File: config.mk
export PLATFORM = sky130hd
export DESIGN_NAME = pem_path_error_monitor
export DESIGN_NICKNAME = d
export VERILOG_FILES = /design/src/pem_pkg.sv /design/src/pem_path_error_monitor.sv
export VERILOG_INCLUDE_DIRS = /design/src
export SDC_FILE = /design/constraint.sdc
export NUM_CORES = 1
export LEC_CHECK = 0
export BUFFER_PORTS_ARGS = -buffer_cell sky130_fd_sc_hd__buf_4
export CAP_MARGIN = 20
export CORE_MARGIN = 5
export CORE_UTILIZATION = 60
export CTS_CLUSTER_DIAMETER = 60
export DETAILED_ROUTE_END_ITERATION = 10
export PLACE_DENSITY = 0.87
export SETUP_SLACK_MARGIN = 0.4
export SLEW_MARGIN = 20
export SYNTH_ARGS = -nofsm -noshare
export SYNTH_HDL_FRONTEND = slang
export SYNTH_SLANG_ARGS = --single-unit
File: constraint.sdc
create_clock -name sys_clk_i -period 7.9 [get_ports sys_clk_i]
set_clock_uncertainty 0.15 [all_clocks]
set_input_delay 0.79 -clock sys_clk_i [delete_from_list [all_inputs] [get_ports sys_clk_i]]
set_output_delay 0.79 -clock sys_clk_i [all_outputs]
set_load 0.02 [all_outputs]
File: src/pem_cfg.svh
`ifndef PEM_CFG_SVH
`define PEM_CFG_SVH

// register offsets, low twelve bits; the top nibble carries the channel number
`define PEM_OFS_CTRL_LOW       12'h183
`define PEM_OFS_IRQ_STAT_HIGH  12'h18A
`define PEM_OFS_IRQ_STAT_LOW   12'h18B
`define PEM_OFS_PAR_TALLY_B3   12'h198
`define PEM_OFS_PAR_TALLY_B2   12'h199
`define PEM_OFS_PAR_TALLY_B1   12'h19A
`define PEM_OFS_PAR_TALLY_B0   12'h19B
`define PEM_OFS_REM_TALLY_B3   12'h19C
`define PEM_OFS_REM_TALLY_B2   12'h19D
`define PEM_OFS_REM_TALLY_B1   12'h19E
`define PEM_OFS_REM_TALLY_B0   12'h19F

// control byte fields
`define PEM_CTRL_PAR_MODE_BIT  0
`define PEM_CTRL_REM_MODE_BIT  1
`define PEM_CTRL_RW_MASK       8'h0F
`define PEM_CTRL_RESET         8'h01

// interrupt status fields
`define PEM_STAT_PARITY_BIT    7
`define PEM_STAT_REMOTE_BIT    6

// remote error nibble: values above this carry no errors
`define PEM_REM_MAX            4'h8

`endif

File: src/pem_pkg.sv
package pem_pkg;

    // one byte of the incoming spe stream with its markers
    typedef struct packed {
        logic       valid;  // byte present this cycle
        logic       first;  // first byte of a new spe
        logic       is_b3;  // this byte is the path parity byte
        logic       is_g1;  // this byte is the path status byte
        logic [7:0] data;   // byte value
    } pem_spe_type;

    // remote error report to the paired transmit path
    typedef struct packed {
        logic       valid;  // one-cycle strobe per checked spe
        logic [3:0] count;  // nibble to send back
    } pem_rei_type;

    // state of the parity reference
    typedef enum logic [1:0] {
        PEM_REF_NONE = 2'b00,  // no complete spe seen yet
        PEM_REF_HELD = 2'b01,  // previous spe parity held, b3 awaited
        PEM_REF_USED = 2'b10   // b3 checked for this spe
    } pem_ref_type;

endpackage

File: src/pem_path_error_monitor.sv
// Chosen here: strobed register access.
`timescale 1ns/1ps
`include "pem_cfg.svh"
// Overview of operation
// RULE1 - remote mode 1: add one per nonzero spe
// RULE2 - remote mode 0: add nibble value, max 8
// RULE3 - parity mode 1: add one per errored spe
// RULE4 - bip-8 over spe, checked against next b3
// RULE5 - parity error sets status bit 7, irq low
// RULE6 - per-spe mode: returned nibble at most 1
// RULE7 - parity mode 0: add mismatching bit count
// RULE8 - parity tally is 32-bit, mode dependent
// RULE9 - nonzero remote nibble sets bit 6, irq low
// RULE10 - read-clear bytes return value then clear
module pem_path_error_monitor #(
    parameter int CHANNEL_ID = 1  // per-channel address nibble
) (
    input  wire logic                 sys_clk_i,     // 25 MHz system clock
    input  wire logic                 rst_i,         // synchronous, active high
    input  wire logic                 ce_i,          // clock enable, freezes state when low
    input  wire pem_pkg::pem_spe_type spe_i,         // spe stream from overhead processor
    input  wire logic [15:0]          reg_addr_i,    // register address
    input  wire logic [7:0]           reg_wdata_i,   // register write data
    input  wire logic                 reg_wr_i,      // write strobe
    input  wire logic                 reg_rd_i,      // read strobe
    output      logic [7:0]           reg_rdata_o,   // read data, cycle after strobe
    output      pem_pkg::pem_rei_type rei_o,         // nibble for transmit path
    output      logic                 irq_n_o        // interrupt, active low
);

    // the address nibble must fit in four bits
    generate
        if (CHANNEL_ID < 0 || CHANNEL_ID > 15) begin : g_bad_chan
            $error("CHANNEL_ID must be 0 to 15");
        end
    endgenerate

    localparam logic [3:0] CHAN = 4'(CHANNEL_ID);  // address nibble

    // number of ones in a byte, used for parity bit errors
    function automatic logic [3:0] pop8(input logic [7:0] v);
        logic [3:0] n;
        n = 4'h0;
        for (int i = 0; i < 8; i++) begin
            n = n + {3'b000, v[i]};
        end
        return n;
    endfunction

    // byte clear mask for one of four tally bytes
    function automatic logic [31:0] byte_mask(input logic [1:0] sel);
        return 32'h0000_00FF << {sel, 3'b000};
    endfunction

    // state
    logic [7:0]           ctrl_r;          // control byte
    logic [7:0]           bip_acc_r;       // running parity of current spe
    logic [7:0]           bip_ref_r;       // parity of previous spe
    pem_pkg::pem_ref_type ref_st_r;        // reference state
    logic [31:0]          par_tally_r;     // parity error tally
    logic [31:0]          rem_tally_r;     // remote error tally
    logic                 stat_par_r;      // parity error status
    logic                 stat_rem_r;      // remote error status
    logic [7:0]           rdata_r;         // registered read data
    pem_pkg::pem_rei_type rei_r;           // registered report

    // decoded access
    logic                 hit;             // address is this channel
    logic [11:0]          ofs;             // low twelve address bits
    logic                 rd_hit;          // read of this channel
    logic                 wr_hit;          // write of this channel

    // event terms
    logic                 b3_check;        // b3 byte compared this cycle
    logic [7:0]           bip_diff;        // mismatching parity bits
    logic [3:0]           par_bits;        // number of mismatching bits
    logic                 par_err;         // at least one mismatch
    logic                 g1_seen;         // status byte this cycle
    logic [3:0]           rem_nib;         // received remote nibble, cleaned
    logic                 rem_err;         // nonzero remote nibble
    logic [31:0]          par_inc;         // parity tally increment
    logic [31:0]          rem_inc;         // remote tally increment
    logic [31:0]          par_clr;         // bytes cleared by read
    logic [31:0]          rem_clr;         // bytes cleared by read

    // address decode: top nibble selects the channel
    assign hit    = (reg_addr_i[15:12] == CHAN);
    assign ofs    = reg_addr_i[11:0];
    assign rd_hit = reg_rd_i & hit;
    assign wr_hit = reg_wr_i & hit;

    // parity compare; only valid once a whole spe has been seen
    assign b3_check = spe_i.valid & spe_i.is_b3 & (ref_st_r == pem_pkg::PEM_REF_HELD);
    assign bip_diff = bip_ref_r ^ spe_i.data;                           // [RULE4]
    assign par_bits = pop8(bip_diff);
    assign par_err  = b3_check & (bip_diff != 8'h00);

    // remote nibble sits in the upper half of the status byte;
    // codes above eight carry no error count, so they are dropped
    assign g1_seen = spe_i.valid & spe_i.is_g1;
    assign rem_nib = (g1_seen && spe_i.data[7:4] <= `PEM_REM_MAX) ? spe_i.data[7:4] : 4'h0;
    assign rem_err = (rem_nib != 4'h0);

    // tally increments by mode
    always_comb begin
        par_inc = 32'h0;
        rem_inc = 32'h0;
        if (par_err) begin
            if (ctrl_r[`PEM_CTRL_PAR_MODE_BIT]) begin
                par_inc = 32'h1;                                        // [RULE3]
            end else begin
                par_inc = {28'h0, par_bits};                            // [RULE7]
            end
        end
        if (rem_err) begin
            if (ctrl_r[`PEM_CTRL_REM_MODE_BIT]) begin
                rem_inc = 32'h1;                                        // [RULE1]
            end else begin
                rem_inc = {28'h0, rem_nib};                             // [RULE2]
            end
        end
    end

    // which tally bytes a read clears
    always_comb begin
        par_clr = 32'h0;
        rem_clr = 32'h0;
        if (rd_hit) begin
            case (ofs)
                `PEM_OFS_PAR_TALLY_B3: par_clr = byte_mask(2'd3);
                `PEM_OFS_PAR_TALLY_B2: par_clr = byte_mask(2'd2);
                `PEM_OFS_PAR_TALLY_B1: par_clr = byte_mask(2'd1);
                `PEM_OFS_PAR_TALLY_B0: par_clr = byte_mask(2'd0);
                `PEM_OFS_REM_TALLY_B3: rem_clr = byte_mask(2'd3);
                `PEM_OFS_REM_TALLY_B2: rem_clr = byte_mask(2'd2);
                `PEM_OFS_REM_TALLY_B1: rem_clr = byte_mask(2'd1);
                `PEM_OFS_REM_TALLY_B0: rem_clr = byte_mask(2'd0);
                default: begin
                    par_clr = 32'h0;
                    rem_clr = 32'h0;
                end
            endcase
        end
    end

    // control byte; only the four low bits are writable
    always_ff @(posedge sys_clk_i) begin
        if (rst_i) begin
            ctrl_r <= `PEM_CTRL_RESET;
        end else if (ce_i && wr_hit && ofs == `PEM_OFS_CTRL_LOW) begin
            ctrl_r <= reg_wdata_i & `PEM_CTRL_RW_MASK;
        end
    end

    // running parity: restart on the first byte of each spe
    always_ff @(posedge sys_clk_i) begin
        if (rst_i) begin
            bip_acc_r <= 8'h00;
            bip_ref_r <= 8'h00;
        end else if (ce_i && spe_i.valid) begin
            if (spe_i.first) begin
                bip_ref_r <= bip_acc_r;                                 // [RULE4]
                bip_acc_r <= spe_i.data;
            end else begin
                bip_acc_r <= bip_acc_r ^ spe_i.data;                    // [RULE4]
            end
        end
    end

    // reference state: the first spe after reset has nothing to check
    always_ff @(posedge sys_clk_i) begin
        if (rst_i) begin
            ref_st_r <= pem_pkg::PEM_REF_NONE;
        end else if (ce_i && spe_i.valid) begin
            case (ref_st_r)
                pem_pkg::PEM_REF_NONE: begin
                    if (spe_i.first) begin
                        ref_st_r <= pem_pkg::PEM_REF_USED;
                    end
                end
                pem_pkg::PEM_REF_HELD: begin
                    if (spe_i.first) begin
                        ref_st_r <= pem_pkg::PEM_REF_HELD;
                    end else if (spe_i.is_b3) begin
                        ref_st_r <= pem_pkg::PEM_REF_USED;
                    end
                end
                pem_pkg::PEM_REF_USED: begin
                    if (spe_i.first) begin
                        ref_st_r <= pem_pkg::PEM_REF_HELD;
                    end
                end
                default: ref_st_r <= pem_pkg::PEM_REF_NONE;
            endcase
        end
    end

    // the very first spe only opens the reference; it becomes held at
    // the next spe start, so a b3 in the first spe is never judged

    // tallies: read clears its byte, a same-cycle increment still lands
    always_ff @(posedge sys_clk_i) begin
        if (rst_i) begin
            par_tally_r <= 32'h0;
        end else if (ce_i) begin
            par_tally_r <= (par_tally_r & ~par_clr) + par_inc;          // [RULE8] [RULE10]
        end
    end

    always_ff @(posedge sys_clk_i) begin
        if (rst_i) begin
            rem_tally_r <= 32'h0;
        end else if (ce_i) begin
            rem_tally_r <= (rem_tally_r & ~rem_clr) + rem_inc;          // [RULE10]
        end
    end

    // sticky status; set wins over the read that clears it
    always_ff @(posedge sys_clk_i) begin
        if (rst_i) begin
            stat_par_r <= 1'b0;
        end else if (ce_i) begin
            stat_par_r <= par_err |                                      // [RULE5]
                (stat_par_r & ~(rd_hit && ofs == `PEM_OFS_IRQ_STAT_LOW)); // [RULE10]
        end
    end

    always_ff @(posedge sys_clk_i) begin
        if (rst_i) begin
            stat_rem_r <= 1'b0;
        end else if (ce_i) begin
            stat_rem_r <= rem_err |                                      // [RULE9]
                (stat_rem_r & ~(rd_hit && ofs == `PEM_OFS_IRQ_STAT_HIGH)); // [RULE10]
        end
    end

    // report to the transmit path once per checked b3
    always_ff @(posedge sys_clk_i) begin
        if (rst_i) begin
            rei_r <= '0;
        end else if (ce_i) begin
            rei_r.valid <= b3_check;
            if (b3_check) begin
                if (ctrl_r[`PEM_CTRL_PAR_MODE_BIT]) begin
                    rei_r.count <= {3'b000, par_err};                   // [RULE6]
                end else begin
                    rei_r.count <= par_bits;
                end
            end
        end
    end

    // read data: old value captured, clear happens in the same cycle
    always_ff @(posedge sys_clk_i) begin
        if (rst_i) begin
            rdata_r <= 8'h00;
        end else if (ce_i) begin
            rdata_r <= 8'h00;
            if (rd_hit) begin
                case (ofs)
                    `PEM_OFS_CTRL_LOW:      rdata_r <= ctrl_r;
                    `PEM_OFS_IRQ_STAT_LOW:  rdata_r <= {stat_par_r, 7'h00};
                    `PEM_OFS_IRQ_STAT_HIGH: rdata_r <= {1'b0, stat_rem_r, 6'h00};
                    `PEM_OFS_PAR_TALLY_B3:  rdata_r <= par_tally_r[31:24];
                    `PEM_OFS_PAR_TALLY_B2:  rdata_r <= par_tally_r[23:16];
                    `PEM_OFS_PAR_TALLY_B1:  rdata_r <= par_tally_r[15:8];
                    `PEM_OFS_PAR_TALLY_B0:  rdata_r <= par_tally_r[7:0];
                    `PEM_OFS_REM_TALLY_B3:  rdata_r <= rem_tally_r[31:24];
                    `PEM_OFS_REM_TALLY_B2:  rdata_r <= rem_tally_r[23:16];
                    `PEM_OFS_REM_TALLY_B1:  rdata_r <= rem_tally_r[15:8];
                    `PEM_OFS_REM_TALLY_B0:  rdata_r <= rem_tally_r[7:0];
                    default:                rdata_r <= 8'h00;  // unmapped reads zero
                endcase
            end
        end
    end

    // outputs
    assign reg_rdata_o = rdata_r;
    assign rei_o       = rei_r;
    assign irq_n_o     = ~(stat_par_r | stat_rem_r);                    // [RULE5] [RULE9]

endmodule

### Yosys cells after proc, flatten, opt, wreduce, memory -nomap -nowiden

Cells that the tools add are included.

| storage, ports and cells | value |
|---|---|
| output and inout port bits | 14 |
| register bits after elaboration | 101 |

| cells by class | value |
|---|---|
| add/sub/neg operators | 9 |
| reductions and logical operators | 12 |
| mux-type cells | 18 |
| bitwise gates (word level) | 20 |
| $lt $le $gt $ge | 1 |
| equal/unequal tests | 17 |

Operators by type and width:

| cell | count |
|---|---|
| case mux 32 bit (4 select lines) | 2 |
| equality test 12 x 9 -> 1 bit (second input constant) | 11 |
| case mux 8 bit (11 select lines) | 1 |
| adder 32 bit | 2 |
| AND 32 bit | 2 |
| 2-to-1 mux 32 bit | 2 |
| inverter 32 bit | 2 |
| 2-to-1 mux 4 bit | 6 |
| adder 4 x 1 -> 4 bit | 4 |
| 2-to-1 mux 8 bit | 2 |
| XOR 8 bit | 2 |
| AND 1 bit | 8 |
| 2-to-1 mux 2 bit | 4 |
| nonzero test 8 bit | 1 |
| logical AND 1 bit | 6 |
| case mux 2 bit (3 select lines) | 1 |
| adder 3 x 1 -> 4 bit | 1 |
| equality test 4 x 1 -> 1 bit (second input constant) | 1 |
| <= comparator 4 bit (second input constant) | 1 |
| inequality test 2 bit (second input constant) | 2 |
| AND reduction 2 bit | 2 |
| AND reduction 4 bit | 1 |
| nonzero test 4 bit | 1 |
| adder 2 x 1 -> 3 bit | 1 |
| 7 further kinds | 11 |

### Logic depth before layout (Yosys ltp)

| logic depth | value |
|---|---|
| depth in word-level cells | 11 |
| gate-level depth with buffers | 20 |

### Worst setup path after synthesis

Ideal clock, no wire load.

| timing path | value |
|---|---|
| path type | in2reg |
| from | input port spe_i[3] in the netlist's numbering |
| to | register par_tally_r[22] |
| cell stages on the path | 18 |
| library setup time | 0.132 ns |
| required time | 7.618 ns |
| arrival time | 5.233 ns |
| setup slack | 2.385 ns |
| path through | xor2_1 inv_1 fa_1 inv_1 fa_1 inv_1 fa_1 inv_1 ha_1 fa_1 nand3b_1 fa_1 nor2b_1 o21a_1 o21ai_0 nor3_1 a21o_1 a21oi_1 |

| on the way | value |
|---|---|
| word-level cells in the longest chain between the ends | 9 |

Ends and longest elaborated chain:

| element | RTL line | RTL |
|---|---|---|
| from (decl) | pem_path_error_monitor.sv:21 | `input wire pem_pkg::pem_spe_type spe_i,` |
| XOR 8 bit (*) | pem_path_error_monitor.sv:94 | `assign bip_diff = bip_ref_r ^ spe_i.data;` |
| adder 3 x 1 -> 4 bit | pem_path_error_monitor.sv:45 | `n = n + {3'b000, v[i]};` |
| adder 4 x 1 -> 4 bit (4 in a row) | pem_path_error_monitor.sv:45 |  |
| 2-to-1 mux 4 bit | pem_path_error_monitor.sv:109 | `` if (ctrl_r[`PEM_CTRL_PAR_MODE_BIT]) begin `` |
| 2-to-1 mux 4 bit (*) | pem_path_error_monitor.sv:108 | `if (par_err) begin` |
| adder 32 bit (*) | pem_path_error_monitor.sv:206 | `par_tally_r <= (par_tally_r & ~par_clr) + par_inc;` |
| to (signal assigned) | pem_path_error_monitor.sv:206 |  |
| to (decl) | pem_path_error_monitor.sv:60 | `logic [31:0] par_tally_r;` |

Every way passes the cells marked *; elsewhere a longest branch is shown, timed or not.
A chain may end at the register's enable or synchronous reset.

### Worst setup path after layout

| timing path | value |
|---|---|
| from | input port spe_i[3] in the netlist's numbering |
| to | register par_tally_r[30] |

Same word-level chain as after synthesis.

==> flow_metrics.py <==
metrics = {
    "placed_design": {
        "dp_hpwl_microns": 13200,
        "io_buffer_count": 50,
        "routabilityCongestion": 0.940,
    },
    "power": {
        "p_leak_uw": 0.00250,
        "p_clk_share_pct": 33.2,
        "p_int_uw": 679,
        "p_sw_uw": 262,
        "switching_share_pct": 27.8,
        "pwr-share-comb_pct": 11.7,
        "power_frac_seq_pct": 55.1,
        "peakVddDrop_uv": 144,
        "power_density_nw_per_um2": 136,
    },
    "synth": {
        "yosysTopAreaCell": "dfxtp_1",
        "yosys_warnings": 0,
        "synth_top_area_share_pct": 31.9,
        "synth_fp_nets": 856,
        "ys_seq_area_share_pct": 31.9,
        "synth_commonest_cells": "nand2_1 (104), dfxtp_1 (101), nor2_1 (77)",
        "synth_seq_cells": 101,
        "ys_types": 74,
        "ys.flop_type": "dfxtp_1",
        "synth-edff-count": 0,
        "synth.area.top_cells": "dfxtp_1 (32%), nand2_1 (6.2%), nor2_1 (4.6%)",
        "syn_area_per_cell_sq_um": 7.94,
        "synth_most_common_cell": "nand2_1",
        "syn_inst": 797,
        "syn_area_sq_um": 6330,
        "async_flop_share_pct": 0,
    },
    "grt": {
        "grt_pass1_vias": 6076,
        "antenna_found_initial": 0,
        "grt_max_degree": 93,
        "overflow": 0,
        "grt_pass1_wl_microns": 29100,
        "grt.total_usage_pct": 28.0,
    },
    "floorplan": {
        "initial_core_util_pct": 61.3,
        "core-area_sq_um": 10300,
        "fp.dieH_microns": 113,
        "die_area_sq_um": 12700,
        "die_w_microns": 113,
        "io_pins": 55,
        "rows": 37,
    },
    "timing": {
        "fin_crit_sh_pct": 74.3,
        "relSlewSlack_pct": 33.8,
        "fin_crit_ns": 5.87,
        "hold_slack_ns": 0.321,
        "worstMarginPinSlew_ns": 0.989,
        "fin_tns_setup_ns": 0,
        "finalHoldViolCount": 0,
        "setup_viol": 0,
        "maxSlewViolCount": 0,
        "max_freq_ghz": 0.170,
        "rsz0062_at_grt": "no",
    },
    "cells_and_area": {
        "antennaDiodeCount": 0,
        "layout-drive-gt1-share_pct": 13.0,
        "utilization_pct": 67.1,
        "fillCellCount": 829,
        "areaGrowthSynthToFinish_pct": 9.45,
        "nets": 882,
    },
    "route": {
        "initialDrtViolationCount": 767,
        "dr.pass1.iters": 6,
        "vias": 6486,
        "drc": 0,
        "routed_wl_microns": 18200,
        "wire_per_inst_microns": 18.9,
        "viasPerCell": 6.73,
        "ant_nets": 0,
    },
    "clocking": {
        "cts_tree": "done",
        "path_clk_slew_ns": 0.10,
        "clk_latency_ns": 0.40,
        "clock_path_buffers": 2,
        "ctsHoldBuffers": 0,
        "post_cts_buffers": 0,
        "cts.sinks": 101,
        "cts_buffers": 9,
        "cts_root_buffer": "clkbuf_8",
        "cts_max_level": 3,
        "post_cts_resize_count": 0,
    },
    "worst_setup_path": {
        "cp_max_fo": 10,
        "cp-start-kind": "input port",
        "crit_type": "in2reg",
        "worstPathRequired_ns": 7.99,
        "cp.arrival_ns": 5.96,
        "critPathCaptureType": "register",
    },
    "job": {
        "drv_cap": 0,
    },
    "run_status": {
        "status": "finished clean",
    },
    "hold_path": {
        "hold_path_class": "reg2reg",
    },
}
[cells by family (layout without fill, tap and decap cells)]
family / count (synthesis) / count (layout) / synth area share [%]
AOI/OAI and AO/OA: 194 / 194 / 20.5
xor gates and xnor gates: 29 / 29 / 4.01
adders and majority gates: 18 / 18 / 4.27
buffers and inverters: 63 / 94 / 3.93
DFF: 101 / 101 / 31.9
muxes: 29 / 29 / 5.30
and+or+nand+nor: 363 / 363 / 30.0
[worst paths after layout]
path                     endpoint  slack (ns)  cells after the start          from
setup / recovery  par_tally_r[30]        2.03                     19      spe_i[3]
hold / removal       bip_ref_r[5]        0.32                      2  bip_ref_r[5]
setup reg to reg  par_tally_r[30]        2.17                     18  bip_ref_r[3]
hold reg to reg      bip_ref_r[5]        0.32                      2  bip_ref_r[5]
[stage by stage]
stage / instance area [sq um] / total power [uW] / setup slack [ns] / instances
after floorplan: 6330 / 600 / 2.39 / 797
after global placement: 6750 / 630 / 1.80 / 948
after detailed placement: 6750 / 637 / 1.62 / 948
after CTS: 6930 / 938 / 2.04 / 964
after global routing: 6930 / 975 / 1.67 / 964
final: 6930 / 940 / 2.03 / 964
[power groups by stage]
stage | registers [uW] | clock network [uW] | logic, uW
final | 518 | 313 | 110
after floorplan | 528 | 0 | 71.7
after global placement | 529 | 0 | 101
after global routing | 519 | 336 | 120
after CTS | 518 | 313 | 108
after detailed placement | 530 | 0 | 107
[metal layers]
| metal | share of wire [%] | global-route usage (%) | vias to the layer above |
|---|---|---|---|
| met2 | 48 | 46.4 | 365 |
| met4 | 2.8 | 11.1 | 0 |
| li1 | - | - | 2970 |
| met5 | 0 | 0 | - |
| met1 | 40 | 35.2 | 3093 |
| met3 | 9.4 | 6.52 | 58 |
[registers in the layout (all words and copies together) (netlist names)]
register and flops:
stat_par_r 1, ref_st_r 2, ctrl_r 4, reg_rdata_o 8, par_tally_r 32, rei_o 5
bip_acc_r 8, bip_ref_r 8, rem_tally_r 32, stat_rem_r 1
[final cells by class]
| type | count | area [sq um] | area share [%] |
|---|---|---|---|
| clock buffers | 11 | 141 | 2.04 |
| clock inverters | 5 | 36.3 | 0.524 |
| inverters | 23 | 86.3 | 1.25 |
| multi-input cells | 633 | 4060 | 58.6 |
| flip-flops and latches | 101 | 2020 | 29.2 |
| well taps | 136 | 170 | 2.46 |
| repair buffers | 55 | 413 | 5.96 |
[placed cells by master, fill, tap and decap left out, types with 15 or more instances in the layout]
| master | Yosys | final |
|---|---|---|
| o21ai_0 | 34 | 34 |
| nand2_1 | 104 | 104 |
| nand3_1 | 33 | 33 |
| buf_4 | 1 | 55 |
| dfxtp_1 | 101 | 101 |
| a21oi_1 | 55 | 55 |
| xor2_1 | 18 | 18 |
| nor2_1 | 77 | 77 |
| inv_1 | 23 | 23 |
| and2_1 | 15 | 15 |
| nor3_1 | 27 | 27 |
| mux2i_1 | 20 | 20 |
| nand4_1 | 27 | 27 |
[critical path, stage by stage]
cell      delay [ns]
buf_4           0.12
xor2_1          0.19
inv_1           0.09
fa_1            0.48
inv_1           0.05
fa_1            0.53
inv_1           0.06
fa_1            0.53
inv_1           0.04
ha_1            0.21
fa_1            0.52
nand3b_1        0.17
fa_1            0.47
nor2b_1         0.16
o21a_1          0.15
o21ai_0         0.24
nor3_1          0.88
a21o_1          0.23
a21oi_1         0.06
No activity file was read; power rests on OpenSTA's default activity.
